--- src/rtl/progressive_scan_pkg.sv ---
/*
 Constants, encodings and types shared by the progressive scan coefficient control block.
 Assumes a single 50 MHz clock domain and 16-bit signed DCT coefficients in zig-zag order.
*/
// Notes on behaviour
// - A scan may use at most four entropy conditioning tables.
// - Spectral selection splits coefficients into bands, each band in its own scan.
// - Coefficients are divided by a power of two; decoder multiplies back.
// - Each later scan of a band adds exactly one bit of precision.
// - Full progression nests spectral selection in approximation; selection alone is allowed.
// - Only the portion chosen by band and shift parameters is coded.
// - A band is its start and end zig-zag index; one band per scan.
// - DC and AC coefficients never share a scan.
// - Only DC scans interleave components; AC scans carry one component.
// - Each component's first DC scan precedes any of its AC scans.
// - Current shift is the point transform; prior shift sits in high four bits.
// - DC codes whole shifted values first, later only the least significant bit.
// - AC codes shifted values first, later refines previously coded coefficients.
// - Huffman DC refinement bits go raw into the stream.
// - Huffman first-pass AC scans add end-of-band run symbols.
// - Buffering all transformed coefficients before the scans is recommended.
// - End-of-band runs above 32767 split into maximum runs plus remainder.
// - Run counter clears at interval start; pending run flushed at interval end.
// - Arithmetic DC refinement bits use estimate one half, more probable symbol zero.
package progressive_scan_pkg;
  localparam int          COEF_W        = 16;
  localparam int          INDEX_W       = 6;
  localparam int          SHIFT_W       = 4;
  localparam int          RUN_W         = 15;
  localparam int          ZRUN_W        = 6;
  localparam int          COMP_N        = 4;
  localparam int          TABLE_W       = 3;
  localparam int          PRIOR_MSB     = 7;
  localparam int          PRIOR_LSB     = 4;
  localparam int          CURRENT_MSB   = 3;
  localparam int          CURRENT_LSB   = 0;
  localparam logic [2:0]  MAX_TABLES    = 3'h4;
  localparam logic [5:0]  DC_INDEX      = 6'h00;
  localparam logic [14:0] EOB_RUN_MAX   = 15'h7FFF;
  localparam logic [15:0] EOB_SINGLE    = 16'h0001;
  localparam logic [15:0] DC_REFINE_QE  = 16'h5A1D;
  localparam logic        DC_REFINE_MPS = 1'b0;

  typedef enum logic [2:0] {
    SYM_VALUE,
    SYM_DC_RAW,
    SYM_DC_DECISION,
    SYM_NEW,
    SYM_REFINE,
    SYM_END_BAND
  } sym_kind_e;

  typedef enum logic [2:0] {
    MODE_IDLE,
    MODE_DC_FIRST,
    MODE_DC_REFINE,
    MODE_AC_FIRST,
    MODE_AC_REFINE
  } scan_mode_e;
endpackage

--- src/rtl/point_shift.sv ---
/*
 Point transform of one coefficient by a power of two.
 Assumes a shift count already validated by the scan control.
*/
`timescale 1ns/10ps
`default_nettype none
module point_shift (
  input  wire logic signed [15:0] value_in,
  input  wire logic [3:0]         shift_in,
  input  wire logic               dc_in,
  output logic signed [15:0]      shifted_out,
  output logic [15:0]             magnitude_out,
  output logic                    negative_out
);
  logic [15:0] mag;
  logic [15:0] mag_sh;

  always_comb begin
    negative_out  = value_in[15];
    mag           = value_in[15] ? 16'(-value_in) : value_in;
    mag_sh        = mag >> shift_in;
    magnitude_out = mag_sh;
    // DC uses an arithmetic shift, AC divides the magnitude and keeps the sign
    if (dc_in) begin
      shifted_out = value_in >>> shift_in;
    end else begin
      shifted_out = negative_out ? 16'(-mag_sh) : mag_sh;
    end
  end
endmodule // point_shift
`default_nettype wire

--- src/rtl/progressive_scan_coeff_control.sv ---
/*
 Scan-level control for progressive coefficient coding: selects coefficients and bit planes,
 classifies symbols and keeps the end-of-band run count.
 Assumes coefficients arrive in zig-zag order, one per taken cycle, from a frame buffer.
*/
`timescale 1ns/10ps
`default_nettype none
module progressive_scan_coeff_control (
  input  wire logic                                CLK_IN,
  input  wire logic                                ARST_N_IN,
  input  wire logic                                FRAME_START_IN,
  input  wire logic                                SCAN_START_IN,
  input  wire logic [5:0]                          BAND_START_IN,
  input  wire logic [5:0]                          BAND_END_IN,
  input  wire logic [7:0]                          APPROX_POS_IN,
  input  wire logic [3:0]                          SCAN_COMP_MASK_IN,
  input  wire logic [2:0]                          TABLE_COUNT_IN,
  input  wire logic                                ARITH_MODE_IN,
  input  wire logic                                SPECTRAL_ONLY_IN,
  input  wire logic                                COEF_VALID_IN,
  input  wire logic signed [15:0]                  COEF_IN,
  input  wire logic [5:0]                          COEF_INDEX_IN,
  input  wire logic                                INTERVAL_END_IN,
  input  wire logic                                SCAN_END_IN,
  output logic                                     COEF_READY_OUT,
  output logic                                     SCAN_ACTIVE_OUT,
  output logic                                     CONFIG_ERR_OUT,
  output logic                                     SYM_VALID_OUT,
  output var progressive_scan_pkg::sym_kind_e      SYM_KIND_OUT,
  output logic [15:0]                              SYM_VALUE_OUT,
  output logic [5:0]                               SYM_ZERO_RUN_OUT,
  output logic [15:0]                              SYM_QE_OUT,
  output logic                                     SYM_MPS_OUT
);
  typedef struct packed {
    progressive_scan_pkg::scan_mode_e mode;
    logic                             active;
    logic                             err;
    logic                             arith;
    logic [3:0]                       dc_done;
    logic [3:0]                       comp_mask;
    logic [5:0]                       band_start;
    logic [5:0]                       band_end;
    logic [3:0]                       cur_shift;
    logic [5:0]                       zero_run;
    logic [14:0]                      eob_run;
    logic                             hold_valid;
    progressive_scan_pkg::sym_kind_e  hold_kind;
    logic [15:0]                      hold_value;
    logic [5:0]                       hold_run;
    logic                             ready;
    logic                             sym_valid;
    progressive_scan_pkg::sym_kind_e  sym_kind;
    logic [15:0]                      sym_value;
    logic [5:0]                       sym_run;
    logic [15:0]                      sym_qe;
    logic                             sym_mps;
  } state_s;

  state_s                          st;
  state_s                          next_st;
  logic signed [15:0]              shifted;
  logic [15:0]                     magnitude;
  logic                            negative;
  logic                            take;
  logic                            in_band;
  logic                            block_end;
  logic                            dc_mode;
  logic [3:0]                      prior;
  logic [3:0]                      cur;
  logic                            scan_is_dc;
  logic                            one_comp;

  assign prior      = APPROX_POS_IN[progressive_scan_pkg::PRIOR_MSB:progressive_scan_pkg::PRIOR_LSB];
  assign cur        = APPROX_POS_IN[progressive_scan_pkg::CURRENT_MSB:progressive_scan_pkg::CURRENT_LSB];
  assign scan_is_dc = BAND_START_IN == progressive_scan_pkg::DC_INDEX;
  assign one_comp   = SCAN_COMP_MASK_IN != 4'h0 && (SCAN_COMP_MASK_IN & (SCAN_COMP_MASK_IN - 4'h1)) == 4'h0;
  assign take       = COEF_VALID_IN && st.ready && st.active;
  assign in_band    = COEF_INDEX_IN >= st.band_start && COEF_INDEX_IN <= st.band_end;
  assign block_end  = COEF_INDEX_IN == st.band_end;
  assign dc_mode    = st.mode == progressive_scan_pkg::MODE_DC_FIRST
                   || st.mode == progressive_scan_pkg::MODE_DC_REFINE;

  point_shift u_point_shift (
    .value_in      (COEF_IN),
    .shift_in      (st.cur_shift),
    .dc_in         (dc_mode),
    .shifted_out   (shifted),
    .magnitude_out (magnitude),
    .negative_out  (negative)
  );

  always_comb begin
    logic                            p_valid;
    progressive_scan_pkg::sym_kind_e p_kind;
    logic [15:0]                     p_value;
    logic [5:0]                      p_run;
    logic                            f_valid;
    logic [15:0]                     f_value;
    logic                            coded;
    logic                            bad;
    next_st           = st;
    p_valid           = 1'b0;
    p_kind            = progressive_scan_pkg::SYM_VALUE;
    p_value           = 16'h0000;
    p_run             = 6'h00;
    f_valid           = 1'b0;
    f_value           = 16'h0000;
    coded             = 1'b0;
    bad               = 1'b0;
    next_st.sym_valid = 1'b0;

    if (st.hold_valid) begin
      // Symbol displaced by an end-of-band flush goes out now; input is stalled meanwhile
      p_valid            = 1'b1;
      p_kind             = st.hold_kind;
      p_value            = st.hold_value;
      p_run              = st.hold_run;
      next_st.hold_valid = 1'b0;
    end else if (take && in_band) begin
      case (st.mode)
        progressive_scan_pkg::MODE_DC_FIRST: begin
          p_valid = 1'b1;
          p_value = shifted;
        end
        progressive_scan_pkg::MODE_DC_REFINE: begin
          p_valid = 1'b1;
          p_kind  = st.arith ? progressive_scan_pkg::SYM_DC_DECISION
                             : progressive_scan_pkg::SYM_DC_RAW;
          p_value = {15'h0000, shifted[0]};
        end
        progressive_scan_pkg::MODE_AC_FIRST: begin
          if (shifted != 16'h0000) begin
            p_valid          = 1'b1;
            p_value          = shifted;
            p_run            = st.zero_run;
            next_st.zero_run = 6'h00;
          end else begin
            next_st.zero_run = st.zero_run + 6'h01;
          end
        end
        progressive_scan_pkg::MODE_AC_REFINE: begin
          if (magnitude > 16'h0001) begin
            p_valid = 1'b1;
            p_kind  = progressive_scan_pkg::SYM_REFINE;
            p_value = {15'h0000, magnitude[0]};
          end else if (magnitude == 16'h0001) begin
            p_valid          = 1'b1;
            p_kind           = progressive_scan_pkg::SYM_NEW;
            p_value          = {15'h0000, !negative};
            p_run            = st.zero_run;
            next_st.zero_run = 6'h00;
          end else begin
            next_st.zero_run = st.zero_run + 6'h01;
          end
        end
        default: begin
        end
      endcase
      coded = p_valid && (p_kind == progressive_scan_pkg::SYM_VALUE
                       || p_kind == progressive_scan_pkg::SYM_NEW);
      if (!dc_mode) begin
        if (coded && st.eob_run != 15'h0000) begin
          f_valid         = 1'b1;
          f_value         = {1'b0, st.eob_run};
          next_st.eob_run = 15'h0000;
        end
        if (block_end) begin
          next_st.zero_run = 6'h00;
          if (!coded) begin
            if (st.arith) begin
              // Arithmetic coding ends each band on its own, runs never accumulate
              f_valid = 1'b1;
              f_value = progressive_scan_pkg::EOB_SINGLE;
            end else if (st.eob_run == progressive_scan_pkg::EOB_RUN_MAX - 15'h0001) begin
              f_valid         = 1'b1;
              f_value         = {1'b0, progressive_scan_pkg::EOB_RUN_MAX};
              next_st.eob_run = 15'h0000;
            end else begin
              next_st.eob_run = st.eob_run + 15'h0001;
            end
          end
        end
      end
    end else if (!COEF_VALID_IN && st.ready && (INTERVAL_END_IN || SCAN_END_IN)) begin
      if (st.eob_run != 15'h0000) begin
        f_valid = 1'b1;
        f_value = {1'b0, st.eob_run};
      end
      next_st.eob_run  = 15'h0000;
      next_st.zero_run = 6'h00;
      if (SCAN_END_IN) begin
        next_st.active = 1'b0;
        next_st.mode   = progressive_scan_pkg::MODE_IDLE;
        if (st.mode == progressive_scan_pkg::MODE_DC_FIRST) begin
          next_st.dc_done = st.dc_done | st.comp_mask;
        end
      end
    end

    if (f_valid) begin
      next_st.sym_valid  = 1'b1;
      next_st.sym_kind   = progressive_scan_pkg::SYM_END_BAND;
      next_st.sym_value  = f_value;
      next_st.sym_run    = 6'h00;
      next_st.hold_valid = p_valid;
      next_st.hold_kind  = p_kind;
      next_st.hold_value = p_value;
      next_st.hold_run   = p_run;
    end else if (p_valid) begin
      next_st.sym_valid = 1'b1;
      next_st.sym_kind  = p_kind;
      next_st.sym_value = p_value;
      next_st.sym_run   = p_run;
    end
    if (next_st.sym_valid && next_st.sym_kind == progressive_scan_pkg::SYM_DC_DECISION) begin
      next_st.sym_qe  = progressive_scan_pkg::DC_REFINE_QE;
      next_st.sym_mps = progressive_scan_pkg::DC_REFINE_MPS;
    end else begin
      next_st.sym_qe  = 16'h0000;
      next_st.sym_mps = 1'b0;
    end

    if (FRAME_START_IN) begin
      next_st.dc_done = 4'h0;
    end
    if (SCAN_START_IN) begin
      bad = TABLE_COUNT_IN > progressive_scan_pkg::MAX_TABLES
         || BAND_START_IN > BAND_END_IN
         || (scan_is_dc && BAND_END_IN != progressive_scan_pkg::DC_INDEX)
         || SCAN_COMP_MASK_IN == 4'h0
         || (!scan_is_dc && !one_comp)
         || (!scan_is_dc && (SCAN_COMP_MASK_IN & ~st.dc_done) != 4'h0)
         || (prior != 4'h0 && prior != cur + 4'h1)
         || (SPECTRAL_ONLY_IN && (prior != 4'h0 || cur != 4'h0));
      next_st.err        = bad;
      next_st.active     = !bad;
      next_st.arith      = ARITH_MODE_IN;
      next_st.comp_mask  = SCAN_COMP_MASK_IN;
      next_st.band_start = BAND_START_IN;
      next_st.band_end   = BAND_END_IN;
      next_st.cur_shift  = cur;
      next_st.zero_run   = 6'h00;
      next_st.eob_run    = 15'h0000;
      if (bad) begin
        next_st.mode = progressive_scan_pkg::MODE_IDLE;
      end else if (scan_is_dc) begin
        next_st.mode = prior == 4'h0 ? progressive_scan_pkg::MODE_DC_FIRST
                                     : progressive_scan_pkg::MODE_DC_REFINE;
      end else begin
        next_st.mode = prior == 4'h0 ? progressive_scan_pkg::MODE_AC_FIRST
                                     : progressive_scan_pkg::MODE_AC_REFINE;
      end
    end
    next_st.ready = !next_st.hold_valid;
  end

  always_ff @(posedge CLK_IN or negedge ARST_N_IN) begin
    if (!ARST_N_IN) begin
      st       <= '0;
      st.ready <= 1'b1;
    end else begin
      st <= next_st;
    end
  end

  // Coefficients are expected from a whole-frame buffer so any band order is possible
  assign COEF_READY_OUT   = st.ready;
  assign SCAN_ACTIVE_OUT  = st.active;
  assign CONFIG_ERR_OUT   = st.err;
  assign SYM_VALID_OUT    = st.sym_valid;
  assign SYM_KIND_OUT     = st.sym_kind;
  assign SYM_VALUE_OUT    = st.sym_value;
  assign SYM_ZERO_RUN_OUT = st.sym_run;
  assign SYM_QE_OUT       = st.sym_qe;
  assign SYM_MPS_OUT      = st.sym_mps;
endmodule // progressive_scan_coeff_control
`default_nettype wire

--- config.mk ---
export PLATFORM = sky130hd
export DESIGN_NAME = progressive_scan_coeff_control
export DESIGN_NICKNAME = d
export VERILOG_FILES = /design/src/rtl/progressive_scan_pkg.sv /design/src/rtl/point_shift.sv /design/src/rtl/progressive_scan_coeff_control.sv
export SDC_FILE = /design/constraint.sdc
export NUM_CORES = 1
export LEC_CHECK = 0
export ABC_AREA = 1
export ABC_CLOCK_PERIOD_IN_PS = 4700
export BUFFER_PORTS_ARGS = -buffer_cell sky130_fd_sc_hd__buf_2
export CORE_AREA = 3 3 129 131
export DETAILED_ROUTE_END_ITERATION = 12
export DIE_AREA = 0 0 132 134
export GPL_TIMING_DRIVEN = 0
export PLACE_DENSITY = 0.8
export SETUP_SLACK_MARGIN = 0.3
export SLEW_MARGIN = 20
export SYNTH_ARGS = -nofsm -noshare
export SYNTH_HDL_FRONTEND = slang
export SYNTH_SLANG_ARGS = --single-unit
--- constraint.sdc ---
create_clock -name CLK_IN -period 4.7 [get_ports CLK_IN]
set_input_delay 0.235 -clock CLK_IN [delete_from_list [all_inputs] [get_ports CLK_IN]]
set_output_delay 0.235 -clock CLK_IN [all_outputs]
set_load 0.01 [all_outputs]
Word level (Yosys, flattened, before mapping)
Cells that the tools add are included.
{"block": "totals", "register_bits": 121, "latchBits": 0, "ram_bits": 0, "romBits": 0, "input_bits": 58, "out_inout_bits": 46, "elab_cells": 194, "mem_count": 0}
{"block": "op_classes", "addsub": 6, "multipliers": 0, "n_div": 0, "order_cmp": 5, "eq_ne": 15, "shift": 2, "mux": 84, "n_bitwise": 4, "reduce_logical": 56}
{"op": "$mux 16", "count": 14}
{"op": "$mux 21", "count": 6}
{"op": "$mux 15", "count": 7}
{"op": "$mux 26", "count": 3}
{"op": "$pmux 16 s4", "count": 1}
{"op": "$mux 6", "count": 9}
{"op": "$mux 4", "count": 10}
{"op": "$neg 16->16", "count": 2}
{"op": "$mux 3", "count": 8}
{"op": "$pmux 6 s2", "count": 2}
{"op": "$mux 1", "count": 19}
{"op": "$eq 16x1->1 const B", "count": 1}
{"op": "$gt 16x1->1 const B", "count": 1}
{"op": "$reduce_bool 16->1", "count": 1}
{"op": "$reduce_bool 4->1", "count": 4}
{"op": "$shr 16x4->16", "count": 1}
{"op": "$sshr 16x4->16", "count": 1}
{"op": "$add 15x1->15 const B", "count": 1}
{"op": "$eq 15x15->1 const B", "count": 1}
{"op": "$logic_and 1x1->1", "count": 15}
{"op": "$reduce_bool 15->1", "count": 1}
{"op": "$eq 3x2->1 const B", "count": 4}
{"op": "$logic_not 4->1", "count": 3}
{"op": "$reduce_bool 2->1", "count": 6}
{"op": "30 further kinds", "count": 51}

Depth between registers and ports, before layout
{"block": "depth", "ltp_word": 25, "mapped_depth": 38, "ltp_nobuf": 37}

Modules after synthesis
Synthesis repeated with hierarchy kept, for this count alone.
{"block": "unflattened", "cells_unflattened": 1449, "area_unflattened_um2": 9499.1}
{"mod": "progressive_scan_coeff_control", "n_inst": 1, "cells_each": 946, "area_each_um2": 6971.7, "seq_area_each_um2": 2628.8}
{"mod": "point_shift", "n_inst": 1, "cells_each": 503, "area_each_um2": 2527.4, "seq_area_each_um2": 0.0}

Worst setup path after synthesis
OpenSTA, ideal clock, no wires.
{"block": "synth_timing", "path_kind": "input to register", "startpoint": "input COEF_IN[0]", "endpoint": "register st (netlist bit SYM_VALUE_OUT[0])", "setup_ns": 0.116, "arrival_ns": 3.357, "required_ns": 4.584, "slack_ns": 1.226, "path_stages": 35, "n_path_buf": 1, "path_cell_list": "inv_1 -> ha_1 -> nand2_2 -> nor2_1 -> nand2_2 -> nand2_4 -> nand2_2 -> nand2_2 -> nand3_1 -> nand3_2 -> nand3_1 -> nand2_1 -> nand2_1 -> nand2_2 -> ha_1 -> nand3_2 -> nand2_2 -> nand3_1 -> nand2_1 -> nor2_1 -> nor2_2 -> nand3_1 -> nor2_1 -> nand3_2 -> nand2_2 -> nand3_4 -> nand3_2 -> nand2_1 -> nand2_1 -> nand2_2 -> nand2_4 -> buf_6 -> nand2_1 -> nand2_1 -> nand2_1"}
{"block": "synth_between", "elab_chain_len": 22, "elab_cells_between_ends": 53, "classes_between": "add/sub (2); order compare (1); eq/ne (2); shift (2); mux (40); reduce/logical (6)"}
{"item": "start, declared", "line_no": "progressive_scan_coeff_control.sv:21", "rtl": "input wire logic signed [15:0] COEF_IN,"}
{"item": "$neg 16->16", "line_no": "point_shift.sv:20", "rtl": "mag = value_in[15] ? 16'(-value_in) : value_in;"}
{"item": "$mux 16", "line_no": "point_shift.sv:20"}
{"item": "$shr 16x4->16", "line_no": "point_shift.sv:21", "rtl": "mag_sh = mag >> shift_in;"}
{"item": "$neg 16->16 or $eq 16x1->1 (tied branches)", "line_no": "point_shift.sv:27, progressive_scan_coeff_control.sv:147"}
{"item": "$mux 16 or $mux 2 (tied branches)", "line_no": "point_shift.sv:27, progressive_scan_coeff_control.sv:147"}
{"item": "$mux 16 or $mux 3 (tied branches)", "line_no": "point_shift.sv:24, progressive_scan_coeff_control.sv:143"}
{"item": "$reduce_bool 16->1 or $pmux 3 s2 (tied branches)", "line_no": "progressive_scan_coeff_control.sv:133, progressive_scan_coeff_control.sv:121"}
{"item": "$mux 1 or $mux 3 (tied branches)", "line_no": "progressive_scan_coeff_control.sv:133, progressive_scan_coeff_control.sv:120"}
{"item": "[6 not listed]"}
{"item": "$mux 16 or $mux 1 (tied branches)", "line_no": "progressive_scan_coeff_control.sv:175", "rtl": "end else if (st.eob_run == progressive_scan_pkg::EOB_RUN_MAX - 15'h0001) begin"}
{"item": "$mux 16 or $mux 1 (tied branches)", "line_no": "progressive_scan_coeff_control.sv:171", "rtl": "if (st.arith) begin"}
{"item": "$mux 16 or $mux 1 (tied branches)", "line_no": "progressive_scan_coeff_control.sv:170", "rtl": "if (!coded) begin"}
{"item": "$mux 16 or $mux 1 (tied branches)", "line_no": "progressive_scan_coeff_control.sv:168", "rtl": "if (block_end) begin"}
{"item": "$mux 16 or $mux 1 (tied branches)", "line_no": "progressive_scan_coeff_control.sv:162", "rtl": "if (!dc_mode) begin"}
{"item": "$mux 16 or $mux 1 (tied branches)", "line_no": "progressive_scan_coeff_control.sv:120", "rtl": "end else if (take && in_band) begin"}
{"item": "$mux 16 or $mux 1 (tied branches)", "line_no": "progressive_scan_coeff_control.sv:113", "rtl": "if (st.hold_valid) begin"}
{"item": "$mux 26 or $reduce_bool 2->1 (tied branches)"}
{"item": "end signal, assigned", "line_no": "progressive_scan_coeff_control.sv:263", "rtl": "st <= next_st;"}
{"item": "end, declared", "line_no": "progressive_scan_coeff_control.sv:60", "rtl": "state_s st;"}
Several ways; a longest one is shown, not always the timed one. The select of a mux whose other input is x is not followed.
A chain may end at the register's enable or synchronous reset.

Final worst setup path
{"block": "layout_timing", "startpoint": "register st[91] in the netlist's numbering", "endpoint": "register st (netlist bit SYM_VALUE_OUT[0])"}
{"block": "layout_between", "elab_chain_len": 20, "elab_cells_between_ends": 51, "classes_between": "add/sub (1); order compare (1); eq/ne (2); shift (2); mux (39); reduce/logical (6)"}
{"item": "$shr 16x4->16", "line_no": "point_shift.sv:21"}
{"item": "$neg 16->16 or $eq 16x1->1 (tied branches)", "line_no": "point_shift.sv:27, progressive_scan_coeff_control.sv:147"}
{"item": "$mux 16 or $mux 2 (tied branches)", "line_no": "point_shift.sv:27, progressive_scan_coeff_control.sv:147"}
{"item": "$mux 16 or $mux 3 (tied branches)", "line_no": "point_shift.sv:24, progressive_scan_coeff_control.sv:143"}
{"item": "$reduce_bool 16->1 or $pmux 3 s2 (tied branches)", "line_no": "progressive_scan_coeff_control.sv:133, progressive_scan_coeff_control.sv:121"}
{"item": "$mux 1 or $mux 3 (tied branches)", "line_no": "progressive_scan_coeff_control.sv:133, progressive_scan_coeff_control.sv:120"}
{"item": "$pmux 1 s3 or $mux 3 (tied branches)", "line_no": "progressive_scan_coeff_control.sv:121, progressive_scan_coeff_control.sv:113"}
{"item": "$mux 1 (tied with other cells)", "line_no": "progressive_scan_coeff_control.sv:120"}
{"item": "[4 not listed]"}
{"item": "$mux 16 or $mux 1 (tied branches)", "line_no": "progressive_scan_coeff_control.sv:175"}
{"item": "$mux 16 or $mux 1 (tied branches)", "line_no": "progressive_scan_coeff_control.sv:171"}
{"item": "$mux 16 or $mux 1 (tied branches)", "line_no": "progressive_scan_coeff_control.sv:170"}
{"item": "$mux 16 or $mux 1 (tied branches)", "line_no": "progressive_scan_coeff_control.sv:168"}
{"item": "$mux 16 or $mux 1 (tied branches)", "line_no": "progressive_scan_coeff_control.sv:162"}
{"item": "$mux 16 or $mux 1 (tied branches)", "line_no": "progressive_scan_coeff_control.sv:120"}
{"item": "$mux 16 or $mux 1 (tied branches)", "line_no": "progressive_scan_coeff_control.sv:113"}
{"item": "$mux 26 or $reduce_bool 2->1 (tied branches)"}
Several ways; a longest one is shown, not always the timed one. The select of a mux whose other input is x is not followed.

==> results.json <==
{
  "outcome": "completed",
  "synth_edf_count": 0,
  "wl_per_cell_um": 14.9,
  "syn-cell-area_sq_mm": 0.00930,
  "hold_path_class": "input port to flop",
  "path_common_cell": "nand2_1",
  "crit_slowest_cell": "dfrtp_1",
  "vias": 9991,
  "start_util_pct": 59.2,
  "globalplace.congestion": 0.991,
  "ys_seq_area_share_pct": 28.3,
  "cts_tree": "yes",
  "synth-async-reset-ratio_pct": 100,
  "finalHoldViolations": 0,
  "grt_pass1_vias": 9035,
  "clock-sinks": 105,
  "place_worst_setup_slack_ns": 0.344,
  "maxSlewHeadroom_pct": 27.5,
  "crit_type": "flop to flop",
  "grt_usage_pct": 29.7,
  "drive_gt1_share_pct": 16.3,
  "htreeDepth": 3,
  "via_per_inst": 5.57,
  "synth.area.top_cells": "dfrtp_1 (28%), nand2_1 (18%), nand3_1 (10%)",
  "timing.final.ws_setup_ns": 0.634,
  "grt_pass1_wl_um": 43900,
  "skew_ns": 0.0123,
  "drtIter0Drc": 862,
  "detail_route.first_pass.iterations": 6,
  "clk_path_buf_depth": 2,
  "syn_area_per_cell_sq_um": 6.38,
  "yosys_register_bits": 105,
  "cts_made_buffers": 9,
  "fin_crit_ns": 4.07,
  "rr_worst_depth": 30,
  "rsz0062_at_grt": "false",
  "die_h_um": 134,
  "crit_fanout": 10,
  "place_area_sq_mm": 0.0101,
  "antennaDiodeCount": 0,
  "dieArea_sq_mm": 0.0177,
  "core_sq_mm": 0.0157,
  "final_common_cell": "nand2_1",
  "yosys_warnings": 0,
  "worst_slew_pin_slew_ns": 1.08,
  "fin_crit_sh_pct": 86.5,
  "dpl.hpwl_um": 21200,
  "worstPathRequired_ns": 4.94,
  "grt_max_degree": 65,
  "crit_end": "SYM_VALUE_OUT[0]",
  "rows": 46,
  "setup_viol": 0,
  "crit_cells": 30,
  "area.growth.synth_to_final_pct": 12.3,
  "final_area_sq_mm": 0.0104,
  "ant_nets": 0,
  "final_cell_mix": "nand2_1 (449), nand3_1 (190), o21ai_0 (146)",
  "end_kind": "flop",
  "rr_endpoint": "SYM_VALUE_OUT[0]",
  "p_leak_nw": 5.29,
  "syn_inst": 1457,
  "wirelength_um": 26700,
  "startpoint": "st[91]",
  "post_cts_buffers": 0,
  "clk_latency_ns": 0.36,
  "port_buffers": 94,
  "cp_num_buf_inv": 4,
  "synth.distinct_cells": 58,
  "crit_path_start_kind": "flop",
  "overflow": 0,
  "synth_top_area_share_pct": 28.0,
  "drcViolationCount": 0,
  "cp.arrival_ns": 4.31,
  "ios": 104,
  "antenna_found_initial": 0,
  "whs_ns": 0.0781,
  "cts_root_buf": "clkbuf_16",
  "r2r-start": "st[91]",
  "die_w_um": 132,
  "worst-r2r-setup-slack_ns": 0.63,
  "drv_slew": 0,
  "power.density_mw_per_mm2": 242,
  "crit_family": "simple AND/OR/NAND/NOR gates",
  "ys.flop_type": "dfrtp_1",
  "path_clk_slew_ns": 0.08,
  "peakVddDrop_uv": 242,
  "fillers": 1475,
  "max_freq_mhz": 246,
  "fin_nets": 1659,
  "setup_tns_ns": 0,
  "synth_top_area_cell": "dfrtp_1",
  "drv_cap": 0,
  "slowest_delay_ns": 0.37
}
## flip-flops by register name (all words and copies together), names as in the netlist
register and count:
st 75, COEF_READY_OUT 1, SYM_QE_OUT 1, SYM_ZERO_RUN_OUT 6, SYM_VALUE_OUT 16, SYM_VALID_OUT 1
SCAN_ACTIVE_OUT 1, SYM_KIND_OUT 3, CONFIG_ERR_OUT 1
## layer usage
metal  vias to the layer above  part of all wire (%)  wire length (um)  GRT usage (%)
met3                        42                   5.3              1430           3.41
li1                       4991                     -                 -              -
met1                      4609                    45             12000           39.9
met2                       349                    48             12700           50.7
met5                         -                     0                 0              0
met4                         0                   2.1               571           8.58
## cells in the mapped netlist (5+ instances only)
cell        n
a21oi_1    26
a21oi_2     7
buf_2      17
buf_4      48
buf_6       7
clkbuf_1   26
dfrtp_1   104
ha_1       29
inv_1     135
inv_2       8
nand2_1   449
nand2_2    24
nand3_1   190
nand3_2     5
nand4_1    18
nor2_1     80
nor2_2     10
nor3_1     15
o211ai_1   10
o21a_1      5
o21ai_0   147
o21ai_1    15
o22ai_1     6
o31ai_1     5
xor2_1      7
## cell type report
type                            count  area, sq um  area share (%)
Clock inverter                      6         71.3           0.683
Tap cell                          216          270            2.59
Sequential cell                   105         2630            25.2
Clock buffer                       10          239            2.29
Multi-Input combinational cell   1109         5500            52.6
Inverter                          148          561            5.37
Buffer                            103          663            6.35
Timing Repair Buffer               96          514            4.92
## worst reg2reg max path, delay by kind of cell, from the launching register on
kind / cells / cell delay, ns
buffers and inverters: 4 / 0.68
adders and majority gates: 1 / 0.24
DFF: 1 / 0.37
and+or+nand+nor: 25 / 2.66
## how the worst min path moves through the flow
stage | start | endpoint | slack (ns) | depth (start not counted)
6_report | FRAME_START_IN | st[111] | 0.08 | 2
5_1_grt | FRAME_START_IN | st[111] | 0.07 | 2
3_5_place_dp | ARST_N_IN | st[48] | 0.18 | 1
2_1_floorplan | ARST_N_IN | CONFIG_ERR_OUT | -0.06 | 0
4_1_cts | FRAME_START_IN | st[112] | 0.07 | 2
3_3_place_gp | FRAME_START_IN | st[114] | 0.44 | 2
## cell families (layout without fill, tap and decap cells)
| logic type | Yosys count | in the layout | share of synthesized area, % |
|---|---|---|---|
| and+or+nand+nor | 809 | 809 | 38.2 |
| adders and majority gates | 29 | 29 | 3.90 |
| muxes | 4 | 4 | 0.430 |
| DFF | 105 | 105 | 28.3 |
| buffers and inverters | 251 | 363 | 13.1 |
| AOI/OAI and AO/OA | 247 | 247 | 15.1 |
| xor gates and xnor gates | 11 | 11 | 1.04 |
| other | 1 | 9 | 0.0403 |
## power by group
group          total, W  switching (W)  internal (W)
clock network  0.000767       0.000376      0.000392
registers      0.000987      0.0000318      0.000956
logic          0.000773       0.000484      0.000289
total           0.00253       0.000891       0.00164
## what timing repair did
item,4_1_cts,5_1_grt
hold buffers,1,0
hold endpoints to repair,41,0
endpoints found under the setup margin,0,23
gates resized for setup,0,9
## through the flow
stage / total power (W) / std cells / util (%)
2_1_floorplan: 0.00153 / 1465 / -
3_3_place_gp: 0.00175 / 1775 / 64.1
3_5_place_dp: 0.00176 / 1776 / 64.3
4_1_cts: 0.00253 / 1793 / 66.4
5_1_grt: 0.00267 / 1793 / 66.5
6_report: 0.00253 / 1793 / 66.5
(Power assumes the default switching activity.)
